===== src/common/tcm_defs.svh =====
`ifndef TCM_DEFS_SVH
`define TCM_DEFS_SVH

// register byte offsets (six mode registers, eight io control registers)
`define TCM_MODE_BASE      12'h000
`define TCM_IOC_BASE       12'h020
`define TCM_RUN_OFFSET     12'h040
`define TCM_ADDR_TOP       5
`define TCM_NUM_CH         6
`define TCM_NUM_IOC        8

// mode register field positions
`define TCM_BUF_B_BIT      5
`define TCM_BUF_A_BIT      4
`define TCM_MODE_TOP_BIT   3

// reset and fixed values
`define TCM_MODE_RESET     8'hc0
`define TCM_RSVD_ONES      8'hc0
`define TCM_IOC_RESET      8'h00
`define TCM_RUN_RESET      6'h00

`endif


===== src/common/tcm_pkg.sv =====
package tcm_pkg;

  // decoded operating mode of one channel, one-hot
  typedef enum logic [6:0] {
    TCM_NORMAL = 7'h01,
    TCM_PWM1   = 7'h02,
    TCM_PWM2   = 7'h04,
    TCM_PHASE1 = 7'h08,
    TCM_PHASE2 = 7'h10,
    TCM_PHASE3 = 7'h20,
    TCM_PHASE4 = 7'h40
  } tcm_mode_t;

  // axi-lite slave state, one-hot
  typedef enum logic [2:0] {
    TCM_IDLE  = 3'h1,
    TCM_WRESP = 3'h2,
    TCM_RDATA = 3'h4
  } tcm_bus_state_t;

endpackage


===== src/verilog/tcm_channel_config.sv =====
// Chosen here: the AXI4-Lite register port and the address map.
`timescale 1ns/1ps
`include "tcm_defs.svh"

// How it works
// [RULE1] six 8-bit read/write channel mode registers
// [RULE2] software changes mode only while stopped
// [RULE3] mode bits 7,6 read one, ignore writes
// [RULE4] bit5 pairs register b with d
// [RULE5] buffer d raises no capture or compare
// [RULE6] bit5 reads zero on channels 1,2,4,5
// [RULE7] bit4 pairs register a with c
// [RULE8] buffer c raises no capture or compare
// [RULE9] bit4 reads zero on channels 1,2,4,5
// [RULE10] mode field decodes normal, pwm, phase
// [RULE11] software writes zero to mode top bit
// [RULE12] channels 0,3 get no phase counting; here they decode phase codes like the rest
// [RULE13] eight 8-bit read/write io control registers
// [RULE14] initial output applies while counter stopped
// [RULE15] pwm2 io sets level at counter clear
// [RULE16] buffer c/d io setting is ignored
// [RULE17] io bits 7..4 select register b function
// [RULE18] io bits 3..0 select register a function
// [RULE19] reserved mode codes act as normal
module tcm_channel_config (
  // clock and reset
  input  wire logic        clk_sys,
  input  wire logic        rst,
  // axi4-lite write address
  input  wire logic [11:0] s_axi_awaddr,
  input  wire logic        s_axi_awvalid,
  output logic             s_axi_awready,
  // axi4-lite write data
  input  wire logic [31:0] s_axi_wdata,
  input  wire logic [3:0]  s_axi_wstrb,
  input  wire logic        s_axi_wvalid,
  output logic             s_axi_wready,
  // axi4-lite write response
  output logic [1:0]       s_axi_bresp,
  output logic             s_axi_bvalid,
  input  wire logic        s_axi_bready,
  // axi4-lite read address
  input  wire logic [11:0] s_axi_araddr,
  input  wire logic        s_axi_arvalid,
  output logic             s_axi_arready,
  // axi4-lite read data
  output logic [31:0]      s_axi_rdata,
  output logic [1:0]       s_axi_rresp,
  output logic             s_axi_rvalid,
  input  wire logic        s_axi_rready,
  // per-channel configuration to the timer core
  output logic [41:0]      chanMode,
  output logic [5:0]       bufferPairAEn,
  output logic [5:0]       bufferPairBEn,
  output logic [5:0]       pwm2ClearLevelSel,
  output logic [5:0]       counterRunBit,
  // general register a/b function per channel
  output logic [23:0]      ioSelA,
  output logic [23:0]      ioSelB,
  // general register c/d function on channels 0 and 3; initial output apply per channel
  output logic [7:0]       ioSelC,
  output logic [7:0]       ioSelD,
  output logic [3:0]       eventEnCD,
  output logic [5:0]       initOutApply
);

  // address map, one register in the low byte of each aligned word:
  //   0x000..0x014  mode registers, channel 0..5
  //   0x020..0x034  io control, channel 0..5 (high half on 0 and 3)
  //   0x038, 0x03c  io control low half of channels 0 and 3
  //   0x040         counter run bits, one per channel
  // anything else, or a misaligned address, answers slverr and is
  // dropped; bits 31..8 always read zero
  // channels with c and d registers
  localparam logic [5:0] HAS_CD = 6'b001001;

  // bits 7,6 are not stored; the read view supplies them as ones
  // storage: writable low six bits per mode register
  logic [5:0] modeBits [6];
  logic [7:0] ioCtrl   [8];     // 0..5 high/only, 6 = ch0 low, 7 = ch3 low
  logic [5:0] runBits;          // counter run bits, one per channel

  // bus state
  tcm_pkg::tcm_bus_state_t busState;
  logic        awHeld;          // write address captured
  logic        wHeld;           // write data captured
  logic [11:0] awAddr;
  logic [31:0] wData;
  logic [3:0]  wStrb;

  // read view of a mode register, reserved bits fixed
  function automatic logic [7:0] modeView(input int ch);
    logic [7:0] v;
    v = `TCM_RSVD_ONES | {2'h0, modeBits[ch]}; // [RULE3]
    if (!HAS_CD[ch]) begin
      v[`TCM_BUF_B_BIT] = 1'b0; // [RULE6]
      v[`TCM_BUF_A_BIT] = 1'b0; // [RULE9]
    end
    return v;
  endfunction

  // register index decode: returns 0..5 mode, 8..15 io, 16 run, 31 none
  function automatic logic [4:0] decodeAddr(input logic [11:0] a);
    logic [4:0] idx;
    // default: nothing mapped here
    idx = 5'h1f;
    // a misaligned address never decodes
    if (a[1:0] == 2'h0) begin
      if (a >= `TCM_MODE_BASE && a < `TCM_MODE_BASE + 12'h018) begin
        // one mode register per channel
        idx = 5'(a[11:2]);
      end else if (a >= `TCM_IOC_BASE && a < `TCM_IOC_BASE + 12'h020) begin
        // eight io control registers
        idx = 5'h08 + 5'(a[4:2]);
      end else if (a == `TCM_RUN_OFFSET) begin
        // shared counter run bits
        idx = 5'h10;
      end
    end
    return idx;
  endfunction

  logic        doWrite;
  logic [4:0]  wIdx;
  assign doWrite = awHeld & wHeld & (busState == tcm_pkg::TCM_IDLE);
  assign wIdx    = decodeAddr(awAddr);

  // handshake outputs; address/data taken independently
  // arready waits out a half-taken write so a read cannot slip past it
  assign s_axi_awready = ~awHeld & (busState == tcm_pkg::TCM_IDLE);
  assign s_axi_wready  = ~wHeld & (busState == tcm_pkg::TCM_IDLE);
  assign s_axi_arready = (busState == tcm_pkg::TCM_IDLE) & ~awHeld & ~wHeld;

  // capture write address and data in either order
  always_ff @(posedge clk_sys or posedge rst) begin
    if (rst) begin
      awHeld <= 1'b0;
      wHeld  <= 1'b0;
      awAddr <= 12'h000;
      wData  <= 32'h0000_0000;
      wStrb  <= 4'h0;
    end else if (doWrite) begin
      // the write is carried out now, so both slots free up
      awHeld <= 1'b0;
      wHeld  <= 1'b0;
    end else begin
      // each half is taken on its own handshake
      if (s_axi_awvalid && s_axi_awready) begin
        awHeld <= 1'b1;
        awAddr <= s_axi_awaddr;
      end
      if (s_axi_wvalid && s_axi_wready) begin
        wHeld <= 1'b1;
        wData <= s_axi_wdata;
        wStrb <= s_axi_wstrb;
      end
    end
  end

  // bus sequencing; reads wait behind a half-taken write
  always_ff @(posedge clk_sys or posedge rst) begin
    if (rst) begin
      busState     <= tcm_pkg::TCM_IDLE;
      s_axi_bvalid <= 1'b0;
      s_axi_bresp  <= 2'h0;
      s_axi_rvalid <= 1'b0;
      s_axi_rresp  <= 2'h0;
      s_axi_rdata  <= 32'h0000_0000;
    end else begin
      case (busState)
        tcm_pkg::TCM_IDLE: begin
          // a complete write goes first; arready is low meanwhile
          if (doWrite) begin
            s_axi_bvalid <= 1'b1;
            // unmapped addresses answer slverr
            s_axi_bresp  <= (wIdx == 5'h1f) ? 2'h2 : 2'h0;
            busState     <= tcm_pkg::TCM_WRESP;
          end else if (s_axi_arvalid && s_axi_arready) begin
            // the answer is registered and stands until rready
            s_axi_rvalid <= 1'b1;
            s_axi_rresp  <= 2'h0;
            // upper bits of every word read zero
            s_axi_rdata  <= 32'h0000_0000;
            case (decodeAddr(s_axi_araddr))
              // mode register with its fixed bits filled in
              5'h00, 5'h01, 5'h02, 5'h03, 5'h04, 5'h05: begin
                s_axi_rdata[7:0] <= modeView(int'(s_axi_araddr[4:2]));
              end
              // io control register, all bits stored
              5'h08, 5'h09, 5'h0a, 5'h0b, 5'h0c, 5'h0d, 5'h0e, 5'h0f: begin
                s_axi_rdata[7:0] <= ioCtrl[s_axi_araddr[4:2]];
              end
              // counter run bits
              5'h10: s_axi_rdata[5:0] <= runBits;
              // unmapped: slverr, data stays zero
              default: s_axi_rresp <= 2'h2;
            endcase
            busState <= tcm_pkg::TCM_RDATA;
          end
        end
        tcm_pkg::TCM_WRESP: begin
          // the response stands until the master takes it
          if (s_axi_bready) begin
            s_axi_bvalid <= 1'b0;
            busState     <= tcm_pkg::TCM_IDLE;
          end
        end
        tcm_pkg::TCM_RDATA: begin
          // read data stands until the master takes it
          if (s_axi_rready) begin
            s_axi_rvalid <= 1'b0;
            busState     <= tcm_pkg::TCM_IDLE;
          end
        end
        // a corrupted state code falls back to idle
        default: busState <= tcm_pkg::TCM_IDLE;
      endcase
    end
  end

  // mode registers: only bits 5..0 store, byte lane 0 [RULE1]
  // a write with lane 0 unstrobed changes nothing, yet answers okay
  always_ff @(posedge clk_sys or posedge rst) begin
    if (rst) begin
      for (int i = 0; i < `TCM_NUM_CH; i++) begin
        modeBits[i] <= 6'(`TCM_MODE_RESET);
      end
    end else if (doWrite && wStrb[0] && wIdx < 5'h06) begin
      // bits 7,6 are never stored [RULE3]
      if (HAS_CD[wIdx[2:0]]) begin
        // channels 0 and 3 keep both buffer enables
        modeBits[wIdx[2:0]] <= wData[5:0];
      end else begin
        // no c or d here, so the pair bits stay zero
        modeBits[wIdx[2:0]] <= {2'h0, wData[3:0]}; // [RULE6] [RULE9]
      end
    end
  end

  // io control registers, reset to zero [RULE13]
  always_ff @(posedge clk_sys or posedge rst) begin
    if (rst) begin
      for (int i = 0; i < `TCM_NUM_IOC; i++) begin
        ioCtrl[i] <= `TCM_IOC_RESET; // [RULE17] [RULE18]
      end
    end else if (doWrite && wStrb[0] && wIdx[4:3] == 2'h1) begin
      ioCtrl[wIdx[2:0]] <= wData[7:0];
    end
  end

  // counter run bits held here so initial-output gating can see them
  // limitation: only software starts or stops a channel in this block
  always_ff @(posedge clk_sys or posedge rst) begin
    if (rst) begin
      runBits <= `TCM_RUN_RESET;
    end else if (doWrite && wStrb[0] && wIdx == 5'h10) begin
      runBits <= wData[5:0];
    end
  end
  assign counterRunBit = runBits;

  // per-channel decode and qualification
  for (genvar c = 0; c < `TCM_NUM_CH; c++) begin : g_ch
    tcm_pkg::tcm_mode_t m;
    logic               bA;
    logic               bB;
    // bits 7,6 go in as ones so the decoder sees the full byte
    tcm_mode_decode #(.HAS_CD(HAS_CD[c])) u_dec (
      .modeReg  ({2'h3, modeBits[c]}),
      .mode     (m),
      .bufPairA (bA),
      .bufPairB (bB)
    );
    assign chanMode[c*7 +: 7]   = m;
    assign bufferPairAEn[c]     = bA;
    assign bufferPairBEn[c]     = bB;
    // in pwm2 the io fields give the level at counter clear [RULE15]
    assign pwm2ClearLevelSel[c] = (m == tcm_pkg::TCM_PWM2);
    assign ioSelA[c*4 +: 4]     = ioCtrl[c][3:0]; // [RULE18]
    assign ioSelB[c*4 +: 4]     = ioCtrl[c][7:4]; // [RULE17]
    assign initOutApply[c]      = ~runBits[c];    // [RULE14]
  end

  // c and d qualification on channels 0 and 3 only
  for (genvar k = 0; k < 2; k++) begin : g_cd
    // slot 0 serves channel 0, slot 1 channel 3
    localparam int CH = k * 3;
    tcm_io_gate u_gate_c (
      .ioSel      (ioCtrl[6 + k][3:0]),
      .isBuffer   (bufferPairAEn[CH]),   // [RULE8]
      .counterRun (runBits[CH]),
      .ioEff      (ioSelC[k*4 +: 4]),
      .eventEn    (eventEnCD[k*2]),
      .initApply  ()
    );
    tcm_io_gate u_gate_d (
      .ioSel      (ioCtrl[6 + k][7:4]),
      .isBuffer   (bufferPairBEn[CH]),   // [RULE5]
      .counterRun (runBits[CH]),
      .ioEff      (ioSelD[k*4 +: 4]),
      .eventEn    (eventEnCD[k*2 + 1]),
      .initApply  ()
    );
  end

endmodule


===== src/verilog/tcm_io_gate.sv =====
`timescale 1ns/1ps

// qualifies one general register's io control field for the timer core
module tcm_io_gate (
  // configuration in
  input  wire logic [3:0] ioSel,
  input  wire logic       isBuffer,
  input  wire logic       counterRun,
  // qualified out
  output logic [3:0]      ioEff,
  output logic            eventEn,
  output logic            initApply
);

  // a buffer register ignores its io field and raises no events
  always_comb begin
    ioEff     = isBuffer ? 4'h0 : ioSel;      // [RULE16]
    eventEn   = ~isBuffer;                    // [RULE5] [RULE8]
    initApply = ~isBuffer & ~counterRun;      // [RULE14]
  end

endmodule


===== src/verilog/tcm_mode_decode.sv =====
`timescale 1ns/1ps
`include "tcm_defs.svh"

// decodes one channel's mode register into a one-hot mode and buffer flags
module tcm_mode_decode #(
  parameter bit HAS_CD = 1'b1  // channel owns registers c and d
) (
  // mode register contents
  input  wire logic [7:0]        modeReg,
  // decoded outputs
  output tcm_pkg::tcm_mode_t     mode,
  output logic                   bufPairA,
  output logic                   bufPairB
);

  // buffer flags only exist where c and d exist
  always_comb begin
    bufPairA = HAS_CD & modeReg[`TCM_BUF_A_BIT]; // [RULE7]
    bufPairB = HAS_CD & modeReg[`TCM_BUF_B_BIT]; // [RULE4]
  end

  // top bit set or reserved code falls back to normal [RULE19]
  always_comb begin
    if (modeReg[`TCM_MODE_TOP_BIT]) begin
      mode = tcm_pkg::TCM_NORMAL;
    end else begin
      case (modeReg[2:0]) // [RULE10]
        3'h2:    mode = tcm_pkg::TCM_PWM1;
        3'h3:    mode = tcm_pkg::TCM_PWM2;
        3'h4:    mode = tcm_pkg::TCM_PHASE1;
        3'h5:    mode = tcm_pkg::TCM_PHASE2;
        3'h6:    mode = tcm_pkg::TCM_PHASE3;
        3'h7:    mode = tcm_pkg::TCM_PHASE4;
        default: mode = tcm_pkg::TCM_NORMAL;
      endcase
    end
  end

endmodule

===== config.mk =====
export PLATFORM = sky130hd
export DESIGN_NAME = tcm_channel_config
export DESIGN_NICKNAME = d
export VERILOG_FILES = /design/src/common/tcm_pkg.sv /design/src/verilog/tcm_channel_config.sv /design/src/verilog/tcm_io_gate.sv /design/src/verilog/tcm_mode_decode.sv
export VERILOG_INCLUDE_DIRS = /design/src /design/src/common
export SDC_FILE = /design/constraint.sdc
export NUM_CORES = 1
export LEC_CHECK = 0
export BUFFER_PORTS_ARGS = -buffer_cell sky130_fd_sc_hd__buf_2
export CAP_MARGIN = 20
export CORE_ASPECT_RATIO = 2
export CORE_MARGIN = 5
export CORE_UTILIZATION = 51
export CTS_CLUSTER_DIAMETER = 30
export DETAILED_ROUTE_END_ITERATION = 12
export GPL_ROUTABILITY_DRIVEN = 0
export PLACE_DENSITY = 0.8
export SETUP_SLACK_MARGIN = 0.2
export SYNTH_ARGS = -nofsm -noshare
export SYNTH_HDL_FRONTEND = slang
export SYNTH_SLANG_ARGS = --single-unit
export TNS_END_PERCENT = 10

===== constraint.sdc =====
create_clock -name clk_sys -period 4.4 [get_ports clk_sys]
set_input_delay 0.44 -clock clk_sys [delete_from_list [all_inputs] [get_ports clk_sys]]
set_output_delay 0.44 -clock clk_sys [all_outputs]
set_load 0.02 [all_outputs]

==> impl_results.md, run 1 <==
* Die W at 94.72 um
* Top post-synthesis cells by area: dfrtp_1, mux2_2, buf_4, mux4_2, mux2i_1
* Fraction of final layout cells sized beyond drive strength 1 at 0.4646
* Register area at roughly 3400 sq um
* Worst Reg2Reg Path Length in Cells at 9
* Met3 routed WL at 1230 um
* Antenna Cells at 0
* Reg2reg setup slack at 1350 ps
* Final period demand of the worst path at 3050 ps
* Crit Path Class: register to register
* Share of Yosys cell area claimed by the top area cell type at 0.4615
* CTS HTree Levels at 4
* Yosys warns at 0
* Highest routed layer: met4
* Total clock buffers created by CTS at 17
* Initial Utilization at 0.5129
* CTS tree: yes
* DP Wirelength at approximately 16,000 um
* Most common flop cell mapped by yosys: dfrtp_1
* Initial antenna violation count at 0
* Routed len/inst at between 20 and 25 um
* Hold WC Path Type: input pin to register
* Die ar. at 17,000 sq um
* Hold-fix buffers, CTS at 1
* Setup Buffers After CTS at 0
* P&R area growth vs syn at 21.23%
* Max_slew headroom at 0.3104
* Syn Inst Count at 619
* Final Hold Viols at 0
* Tot Pwr at 4138 uW
* Final worst-path cycle share at 0.6932
* Largest net degree at the start of global routing at 125
* Worst R2R End: counterRunBit[5]
* Area of the multi-input gates at 3553 sq um
* Clock Skews at 9.191 ps
* Power Density at 466.3 nW/um^2
* Worst Tran Pin Value at 1029 ps
* Post-CTS Resized at 0
* Vias/cell at 5.636
* Final Max Slew Viols at 0
* Cell accounting for the most synthesized area: dfrtp_1
* DRC at 0
* Leakage dissipation at 0.004550 uW
* CP Capture Type: register
* Clock Pin Slew Worst Setup and Hold Paths at around 60 ps
* Peak supply drop at approximately 0.42 mV
* Syn_area_per_cell at around 12 sq um
* CTS root buf: clkbuf_16
* Fillers at 1,149
* CP startpoint kind: register
* Core area at 14,270 sq um
* Share of flip-flops with an asynchronous set or reset at 1.000
* Top-level port count at 248
* FF+latch count, synth at 136
* CP Max Fanout at 6
* RSZ-0062 raised after global routing: no
* GRT Overall Usage at 0.2505
* Port buffer count at 186
* Antenna viol nets, final at 0
* M1 WL at 6925 um
* Sequential element share of the synthesized area at 0.4650
* Worst skew pair latency at 410 ps
* Setup violators final at 0
* Status: finished, final reports clean
* Data arrival time of the worst path at roughly 3300 ps
* Max Root-Sink Buffers at 2
* Die height at 179.4 um
* First-pass GRT wire length at 32,320 um
* Clk sink count at roughly 140
* Vias in the first global route at 5,875
* Worst path required time at 4690 ps
* GRT overflow at 0
* TNS Setup at 0 ps
* WL met2 at 11,280 um
* Max Fclk at roughly 0.33 GHz
* Critical Path Sink: counterRunBit[5]
* FP Rows at between 60 and 70
* Nets at approximately 860
* Routed Wire Length at between 20,000 and 25,000 um
* Max Cap Violations at 0
* Critical path startpoint: awAddr[9]
* Number of flops mapped to enable cells by yosys at 0
* 1st-iter DRT viols at about 310
* Synthesized area at 7321 sq um
* Via count at 5,619
* First-pass detailed-route iteration total at 6
* Number of distinct library cells after synthesis at 55
* Worst R2R Start: awAddr[9]
-- cell type report --
type | instances | share of cell area
sequential | 136 | 0.3836
multi-input combinational | 433 | 0.4004
clock inverter | 12 | 0.02242
timing repair buffer | 190 | 0.1100
clock buffer | 20 | 0.05033
inverter | 14 | 0.006203
tap | 192 | 0.02707
-- cells in the final DEF (no fill, tap or decap), types with 4 or more instances in the layout --
cell type  instances
a21oi_1           13
a222oi_1           4
a22o_1             4
a22oi_1            4
and2_1             7
buf_2            186
bufinv_16          5
clkbuf_16         17
conb_1            34
dfrtp_1          135
inv_1             13
mux2_2           115
mux2_4             8
mux2i_1           21
mux4_2            12
nand2_1           28
nand2b_1          19
nand3_1            9
nand4_1            4
nor2_1            28
nor2_2             4
nor2b_1           20
nor3_1            29
nor3b_1           10
nor4_4             4
nor4b_1            4
o21ai_0            5
o21bai_1           6
o221ai_1           5
-- routing by layer --
layer	global-route usage	up-vias
li1	-	2512
met2	0.4499	271
met4	0.1567	0
met5	0	-
met3	0.04393	83
met1	0.2593	2753
-- per-stage QoR --
stage	setup slack, ps	hold WS (ps)	instance area (sq um)	cells	utilization
after floorplan	322.2	480.3	7445	652	-
after global placement	1509	367.4	8219	964	0.5758
after detailed placement	1415	368.7	8219	964	0.5758
after CTS	1325	225.2	8875	997	0.6218
after global routing	1128	235.5	8875	997	0.6218
final	1350	235.7	8875	997	0.6218
-- worst max-delay path, stage by stage (launching register included) --
cell	delay, ps
dfrtp_1	380
or4_4	580
nor4_4	280
o21ai_0	220
or2_2	330
inv_1	60
ha_1	130
nand3_1	110
nor4_4	420
mux2_2	420
-- synth_stat cells (all sizes together), types with 6 or more instances --
master and count:
nand2 29, clkbuf 19, nor2b 20, nand2b 19
o21bai 6, mux4 12, nor3 32, nor4 7
nand3 9, mux2i 21, dfrtp 135, mux2 123
and2 7, nor2 32, a21oi 13, inv 14
nor3b 10, buf 50
-- power breakdown --
group	internal [uW]	switching, uW	leakage [uW]
logic	353	454	0.00241
clock network	1020	534	0.000314
registers	1430	350	0.00182
-- kinds of logic (layout without fill, tap and decap cells) --
kind of cell / after synthesis / in the layout / share of synthesized area
AOI/OAI and AO/OA: 52 / 52 / 0.05162
adders and majority gates: 2 / 2 / 0.003418
buffers and inverters: 83 / 236 / 0.06648
DFF: 136 / 136 / 0.4650
muxes: 156 / 156 / 0.2589
other: 1 / 34 / 0.0005122
and+or+nand+nor: 189 / 189 / 0.1540
-- worst min-delay path by stage --
stage / endpoint / depth (start not counted) / start
after floorplan: awAddr[9] / 1 / awAddr[9]
after global placement: ioSelB[14] / 2 / rst
after detailed placement: ioSelB[14] / 2 / rst
after CTS: s_axi_rvalid / 2 / s_axi_rready
after global routing: s_axi_rvalid / 2 / s_axi_rready
final: s_axi_rvalid / 2 / s_axi_rready
(Power assumes the default switching activity.)
==> run 2: changes to the inputs <==
Settings changed: ABC_AREA set to 1, CORE_UTILIZATION 51 to 47, PLACE_DENSITY 0.8 to 0.76.
Clock period 4.4 ns to 2.65 ns, I/O delays scaled along.
==> run 2 against run 1 <==
Against the previous run:
- maximum frequency increased by 32%
- via count up 44%
- register-to-register slack got worse by 1000 ps
- largest power group unchanged
- critical endpoint is now modeBits[34]
- area after synthesis up 9.4%
- largest cell class unchanged
- utilization down 4.4 points
- die area is 17% higher
==> impl_results.md, run 2 <==
* Cell accounting for the most synthesized area: dfrtp_1
* Number of distinct library cells after synthesis at 38 (-31%)
* TNS Setup at 0 ps (unchanged)
* DRC at 0 (unchanged)
* Syn Inst Count at 1,111 (+79%)
* Top post-synthesis cells by area: dfrtp_1, nand2_1, nand3_1, buf_4, nor2_1
* Final Max Slew Viols at 0 (unchanged)
* Antenna viol nets, final at 0 (unchanged)
* Top-level port count at 248 (unchanged)
* Clk sink count at 144 (+5.9%)
* Reg2reg setup slack at 340 ps (-1010 ps)
* Hold WC Path Type: input pin to asynchronous set/reset pin
* Synthesized area at 8010 sq um (+9.4%)
* Routed len/inst at 17.33 um (-17%)
* 1st-iter DRT viols at 539 (+73%)
* FP Rows at 67 (+8.1%)
* CP Max Fanout at 5 (-1)
* Fraction of final layout cells sized beyond drive strength 1 at 0.2246 (-0.2400)
* Max_slew headroom at 0.3751 (+0.06469)
* Nets at 1,365 (+59%)
* Yosys warns at 0 (unchanged)
* Count leader, synth: nand2_1
* Worst path required time at 3010 ps (-1680 ps)
* Peak supply drop at 0.5808 mV (+40%)
* Worst skew pair latency at 430 ps (+20 ps)
* First-pass GRT wire length at 40,810 um (+26%)
* Crit Path Class: register to register
* CTS root buf: clkbuf_16
* Worst R2R Start: awAddr[3]
* Final Hold Viols at 0 (unchanged)
* Routed Wire Length at 26,270 um (+27%)
* Number of flops mapped to enable cells by yosys at 0 (unchanged)
* Syn_area_per_cell at 7.210 sq um (-39%)
* Sequential element share of the synthesized area at 0.4500 (-0.01503)
* Setup violators final at 0 (unchanged)
* FF+latch count, synth at 144 (+5.9%)
* GRT overflow at 0 (unchanged)
* CP cell instances: inv_1, nand2_1, nor2_1, nand3_1, nand3_1, nand2_4, ha_1, inv_1, nand3_1, nor2_1, nand3_1, nand2_1
* Final WS setup at 341.5 ps (-1008 ps)
* Dpl cell area at 9064 sq um (+10%)
* Top delay family on crit path: simple AND/OR/NAND/NOR gates
* Total clock buffers created by CTS at 17 (unchanged)
* Most used cell, CP: nand3_1
* Clock Skews at 9.212 ps (+0.02062 ps)
* Worst Tran Pin Value at 935.5 ps (-93.39 ps)
* Clock Pin Slew Worst Setup and Hold Paths at 60 ps (about the same)
* RSZ-0062 raised after global routing: yes
* Final worst-path cycle share at 0.8711 (+0.1779)
* GRT Overall Usage at 0.2691 (+0.01855)
* Post-Place Worst Slack at 367.3 ps (-1048 ps)
* Initial Utilization at 0.4778 (-0.03512)
* Initial antenna violation count at 0 (unchanged)
* Largest net degree at the start of global routing at 46 (-63%)
* Vias/cell at 5.340 (-5.3%)
* Vias in the first global route at 7,910 (+35%)
* Final period demand of the worst path at 2308 ps (-741.6 ps)
* Status: finished, final reports clean
* CP Capture Type: register
* First-pass detailed-route iteration total at 5 (-1)
* Worst Reg2Reg Path Length in Cells at 12 (+3)
* Die ar. at 19,910 sq um (+17%)
* Die W at 102.3 um (+8.0%)
* Max Root-Sink Buffers at 2 (unchanged)
* CTS tree: yes
* CTS HTree Levels at 4 (unchanged)
* Commonest non-fill, non-tap cells in the layout: nand2_1, buf_2, dfrtp_1
* Max Fclk at 0.4332 GHz (+32%)
* Most common cell after layout, fill and taps aside: nand2_1
* Leakage dissipation at 0.005577 uW (+23%)
* Port buffer count at 186 (unchanged)
* Power Density at 667.9 nW/um^2 (+43%)
* Crit path largest cell delay at 410 ps (-170 ps)
* P&R area growth vs syn at 20.98%
* CP startpoint kind: register
* Buf/Inv on CP at 2 (+1)
* Share of flip-flops with an asynchronous set or reset at 1.000 (unchanged)
* Max Cap Violations at 0 (unchanged)
* Antenna Cells at 0 (unchanged)
* Top post-synthesis cells by count: nand2_1, dfrtp_1, nand3_1
* Die height at 194.6 um (+8.5%)
* DP Wirelength at 20,300 um (+30%)
* Design area at 9691 sq um (+9.2%)
* Slowest CP cell: dfrtp_1
* Via count at 8,095 (+44%)
* Worst R2R End: modeBits[34]
* Data arrival time of the worst path at 2670 ps (-670 ps)
* Most common flop cell mapped by yosys: dfrtp_1
* Core area at 16,770 sq um (+17%)
* Share of Yosys cell area claimed by the top area cell type at 0.4467 (-0.01472)
run 2: changes by cell type after synthesis, moves of 15 or more:
| cell | previous run | this run |
|---|---|---|
| nand2_1 | 28 | 415 |
| nor2b_1 | 20 | 0 |
| mux2_2 | 115 | 7 |
| a21oi_1 | 13 | 28 |
| o21ai_0 | 5 | 38 |
| nand3_1 | 9 | 120 |
| nor2_1 | 28 | 91 |
| inv_1 | 14 | 89 |
| nand2b_1 | 19 | 0 |
| mux2i_1 | 21 | 0 |
run 2: metal layers:
metal,global-route usage,vias up,part of all wire
met2,0.4736,375,0.53
met4,0.2088,0,0.089
met3,0.04772,127,0.065
met1,0.2678,3772,0.32
met5,0,-,0
li1,-,3821,-
run 2: per-stage QoR:
| stage | power (uW) | hold slack [ps] | util | instances |
|---|---|---|---|---|
| after floorplan | 3569 | 415.4 | - | 1144 |
| after global placement | 3981 | 453.3 | 0.5406 | 1483 |
| after detailed placement | 4018 | 458.8 | 0.5406 | 1483 |
| after CTS | 6477 | 47.65 | 0.5772 | 1515 |
| after global routing | 6726 | 81.81 | 0.5780 | 1516 |
| final | 6472 | 40.44 | 0.5780 | 1516 |
run 2: power by group:
group	leakage [uW]	switching [uW]	internal, uW
clock	0.000291	945	1530
sequential	0.00192	484	2430
combinational	0.00336	730	357
total	0.00558	2160	4310
run 2: logic make-up after synthesis:
kind of cell               count (synthesis)  synth area share
adders and majority gates                  2          0.003124
and+or+nand+nor                          695            0.3718
AOI/OAI and AO/OA                         83           0.05655
other                                      1         0.0004682
buffers and inverters                    179            0.1082
DFF                                      144            0.4500
muxes                                      7          0.009841
run 2: how the worst max path moves through the flow:
stage,start,end,slack [ps],cells past startpoint
floorplan,busState[0],s_axi_rdata[6],490,9
global placement,awAddr[10],counterRunBit[3],420,13
detailed placement,awAddr[10],modeBits[23],370,12
CTS,awAddr[10],modeBits[23],350,12
global route,awAddr[3],ioSelA[9],120,10
finish,awAddr[3],modeBits[34],340,12
run 2: final cells by class:
| class | count | area [sq um] |
|---|---|---|
| clock inverters | 13 | 161.4 |
| clock buffers | 19 | 452.9 |
| flip-flops and latches | 144 | 3605 |
| repair buffers | 216 | 1181 |
| multi-input cells | 821 | 3667 |
| well taps | 207 | 259.0 |
| inverters | 96 | 364.1 |
| fillers | 1631 | 7076 |
run 2: repair_timing:
item                                    in CTS  in global routing
setup buffers                                0                  1
resized for setup                            0                  4
hold buffers                                 0                  0
endpoints found under the setup margin       0                 32
==> run 3: changes to the inputs <==
Settings changed: ABC_AREA 1 to not set, CORE_UTILIZATION 47 to 46.
==> run 3 against run 2 <==
Against the previous run:
- clock skew about the same
- register-to-register slack got worse by 260 ps
- clock power increased by 3%
- clock-buffer cell count increased by 2
- power increased by 11%
- utilization increased by 2.7 points
- first-iteration DRC count decreased by 42%
- design area decreased by 2.0%
- via count decreased by 28%
- hold slack improved by 4.6 ps
- non-clock buffer count increased by 16
- sequential power about the same
- critical path type unchanged
- highest routed layer unchanged
==> impl_results.md, run 3 (synthesis results as in run 1) <==
* Routed len/inst at 21.24 um (+23%)
* Data arrival time of the worst path at 2870 ps (+200 ps)
* First-pass GRT wire length at 33,700 um (-17%)
* Design area at 9493 sq um (-2.0%)
* Port buffer count at 186 (unchanged)
* Slowest CP cell: or4_4
* FP Rows at 65 (-3.0%)
* Die W at 99.21 um (-3.0%)
* Worst R2R End: ioSelB[18]
* Die height at 188.4 um (-3.2%)
* Routed Wire Length at 22,260 um (-15%)
* CP cell instances: or4_4, buf_4, nor2_4, nand4_1, nor3_2, buf_6, mux2_2
* Critical path startpoint: awAddr[9]
* Vias in the first global route at 6,105 (-23%)
* Fraction of final layout cells sized beyond drive strength 1 at 0.5148 (+0.2902)
* GRT met2 Usage at 0.4275 (-0.04611)
* Antenna Cells at 0 (unchanged)
* Max_slew headroom at 0.4844 (+0.1094)
* Setup violators final at 0 (unchanged)
* Final worst-path cycle share at 0.9702 (+0.09911)
* Top-level port count at 248 (unchanged)
* Clock Skews at 9.199 ps (-0.01313 ps)
* Max Fclk at 0.3889 GHz (-10%)
* Critical Path Sink: ioSelB[18]
* TNS Setup at 0 ps (unchanged)
* Met3 GRT Util at 0.05743 (+0.009707)
* Max Cap Violations at 0 (unchanged)
* Crit Path Class: register to register
* GRT overflow at 0 (unchanged)
* Worst skew pair latency at 420 ps (about the same)
* Initial antenna violation count at 0 (unchanged)
* DRC at 0 (unchanged)
* Dpl cell area at 8512 sq um (-6.1%)
* Status: finished, final reports clean
* Vias/cell at 5.558 (+4.1%)
* CTS root buf: clkbuf_16
* Worst Reg2Reg Path Length in Cells at 7 (-5)
* DP Wirelength at 16,130 um (-21%)
* Crit path largest cell delay at 550 ps (+140 ps)
* Power Density at 755.2 nW/um^2 (+13%)
* RSZ-0062 raised after global routing: yes
* Final period demand of the worst path at 2571 ps (+262.6 ps)
* CP startpoint kind: register
* Leakage dissipation at 0.004800 uW (-14%)
* GRT Overall Usage at 0.2371 (-0.03196)
* 1st-iter DRT viols at 311 (-42%)
* CTS tree: yes
* CTS HTree Levels at 4 (unchanged)
* Antenna viol nets, final at 0 (unchanged)
* Busiest layer in global routing: met2
* Most common cell after layout, fill and taps aside: buf_2
* Worst path required time at 2950 ps (-60 ps)
* Reg2reg setup slack at 80 ps (-260 ps)
* First-pass detailed-route iteration total at 5 (unchanged)
* Worst Tran Pin Value at 773.3 ps (-162.1 ps)
* Die ar. at 18,690 sq um (-6.1%)
* Max Root-Sink Buffers at 2 (unchanged)
* Via count at 5,825 (-28%)
* Core area at 15,700 sq um (-6.4%)
* Clock Pin Slew Worst Setup and Hold Paths at 60 ps (about the same)
* Hold WC Path Type: input pin to asynchronous set/reset pin
* Commonest non-fill, non-tap cells in the layout: buf_2, dfrtp_1, mux2_2
* Nets at 903 (-34%)
* Worst R2R Start: awAddr[9]
* Clk sink count at 136 (-5.6%)
* Total clock buffers created by CTS at 17 (unchanged)
* Initial Utilization at 0.4664 (-0.01136)
* Peak supply drop at 0.5559 mV (-4.3%)
* CP Capture Type: register
* Met1 GRT Util at 0.2419 (-0.02590)
* Largest net degree at the start of global routing at 137 (+200%)
* CP Max Fanout at 10 (+5)
* Final Hold Viols at 0 (unchanged)
* P&R area growth vs syn at 29.67%
* Final Max Slew Viols at 0 (unchanged)
run 3: cell count changes in the layout (fill, tap and decap cells not counted), moves of 32 or more:
cell and delta:
nand2_1 -390, o21ai_0 -32, nand3_1 -113, mux2_2 +76, mux2_4 +40, nor2_1 -61
inv_1 -77
run 3: worst min path at each step:
| stage | start | to | cells after the start |
|---|---|---|---|
| after CTS | s_axi_wdata[4] | wData[4] | 2 |
| after floorplan | s_axi_rready | s_axi_rvalid | 1 |
| final | rst | ioSelA[5] | 3 |
| after global routing | s_axi_wdata[4] | wData[4] | 2 |
| after global placement | s_axi_bvalid | s_axi_bvalid | 2 |
| after detailed placement | s_axi_bresp[1] | s_axi_bresp[1] | 2 |
run 3: worst max-delay path: cells and delay by family, from the launching register on:
kind / cells / cell delay [ps]
buffers and inverters: 2 / 370
DFF: 1 / 370
and+or+nand+nor: 4 / 1360
muxes: 1 / 350
run 3: layout make-up:
type	count	area [sq um]
Clock buffer	21	470.5
Clock inverter	11	170.2
Fill cell	1252	6203
Inverter	14	56.30
Multi-Input combinational cell	433	3800
Sequential cell	136	3405
Tap cell	201	251.5
Timing Repair Buffer	232	1340
run 3: repair_timing:
action / 4_1_cts / 5_1_grt
buffers inserted: 8 / 1
hold buffers: 0 / 0
resized for setup: 14 / 53
pin swaps: 1 / 13
endpoints found under the setup margin: 68 / 84
run 3: metal layers:
metal	vias up	wire (um)	share of wire
met4	0	1286	0.058
met1	2880	7634	0.34
met2	272	11890	0.53
met3	72	1441	0.065
met5	-	0	0
li1	2601	-	-
run 3: metrics by stage:
stage | total power, uW | util | hold slack, ps | std cells | setup slack (ps)
floorplan | 3860 | - | 368.2 | 652 | -4.189
global placement | 4437 | 0.5423 | 459.4 | 1007 | 65.11
detailed placement | 4474 | 0.5423 | 460.8 | 1007 | 28.48
CTS | 7063 | 0.5908 | 63.28 | 1047 | 79.96
global route | 7469 | 0.6048 | 63.91 | 1048 | -12.70
finish | 7169 | 0.6048 | 45.09 | 1048 | 78.89
run 3: power breakdown:
part           leakage (uW)  total, uW  switching [uW]  internal (uW)
Sequential          0.00182       2930             560           2370
Combinational       0.00267       1700             942            753
Clock              0.000305       2550             898           1650
Total               0.00480       7170            2400           4770
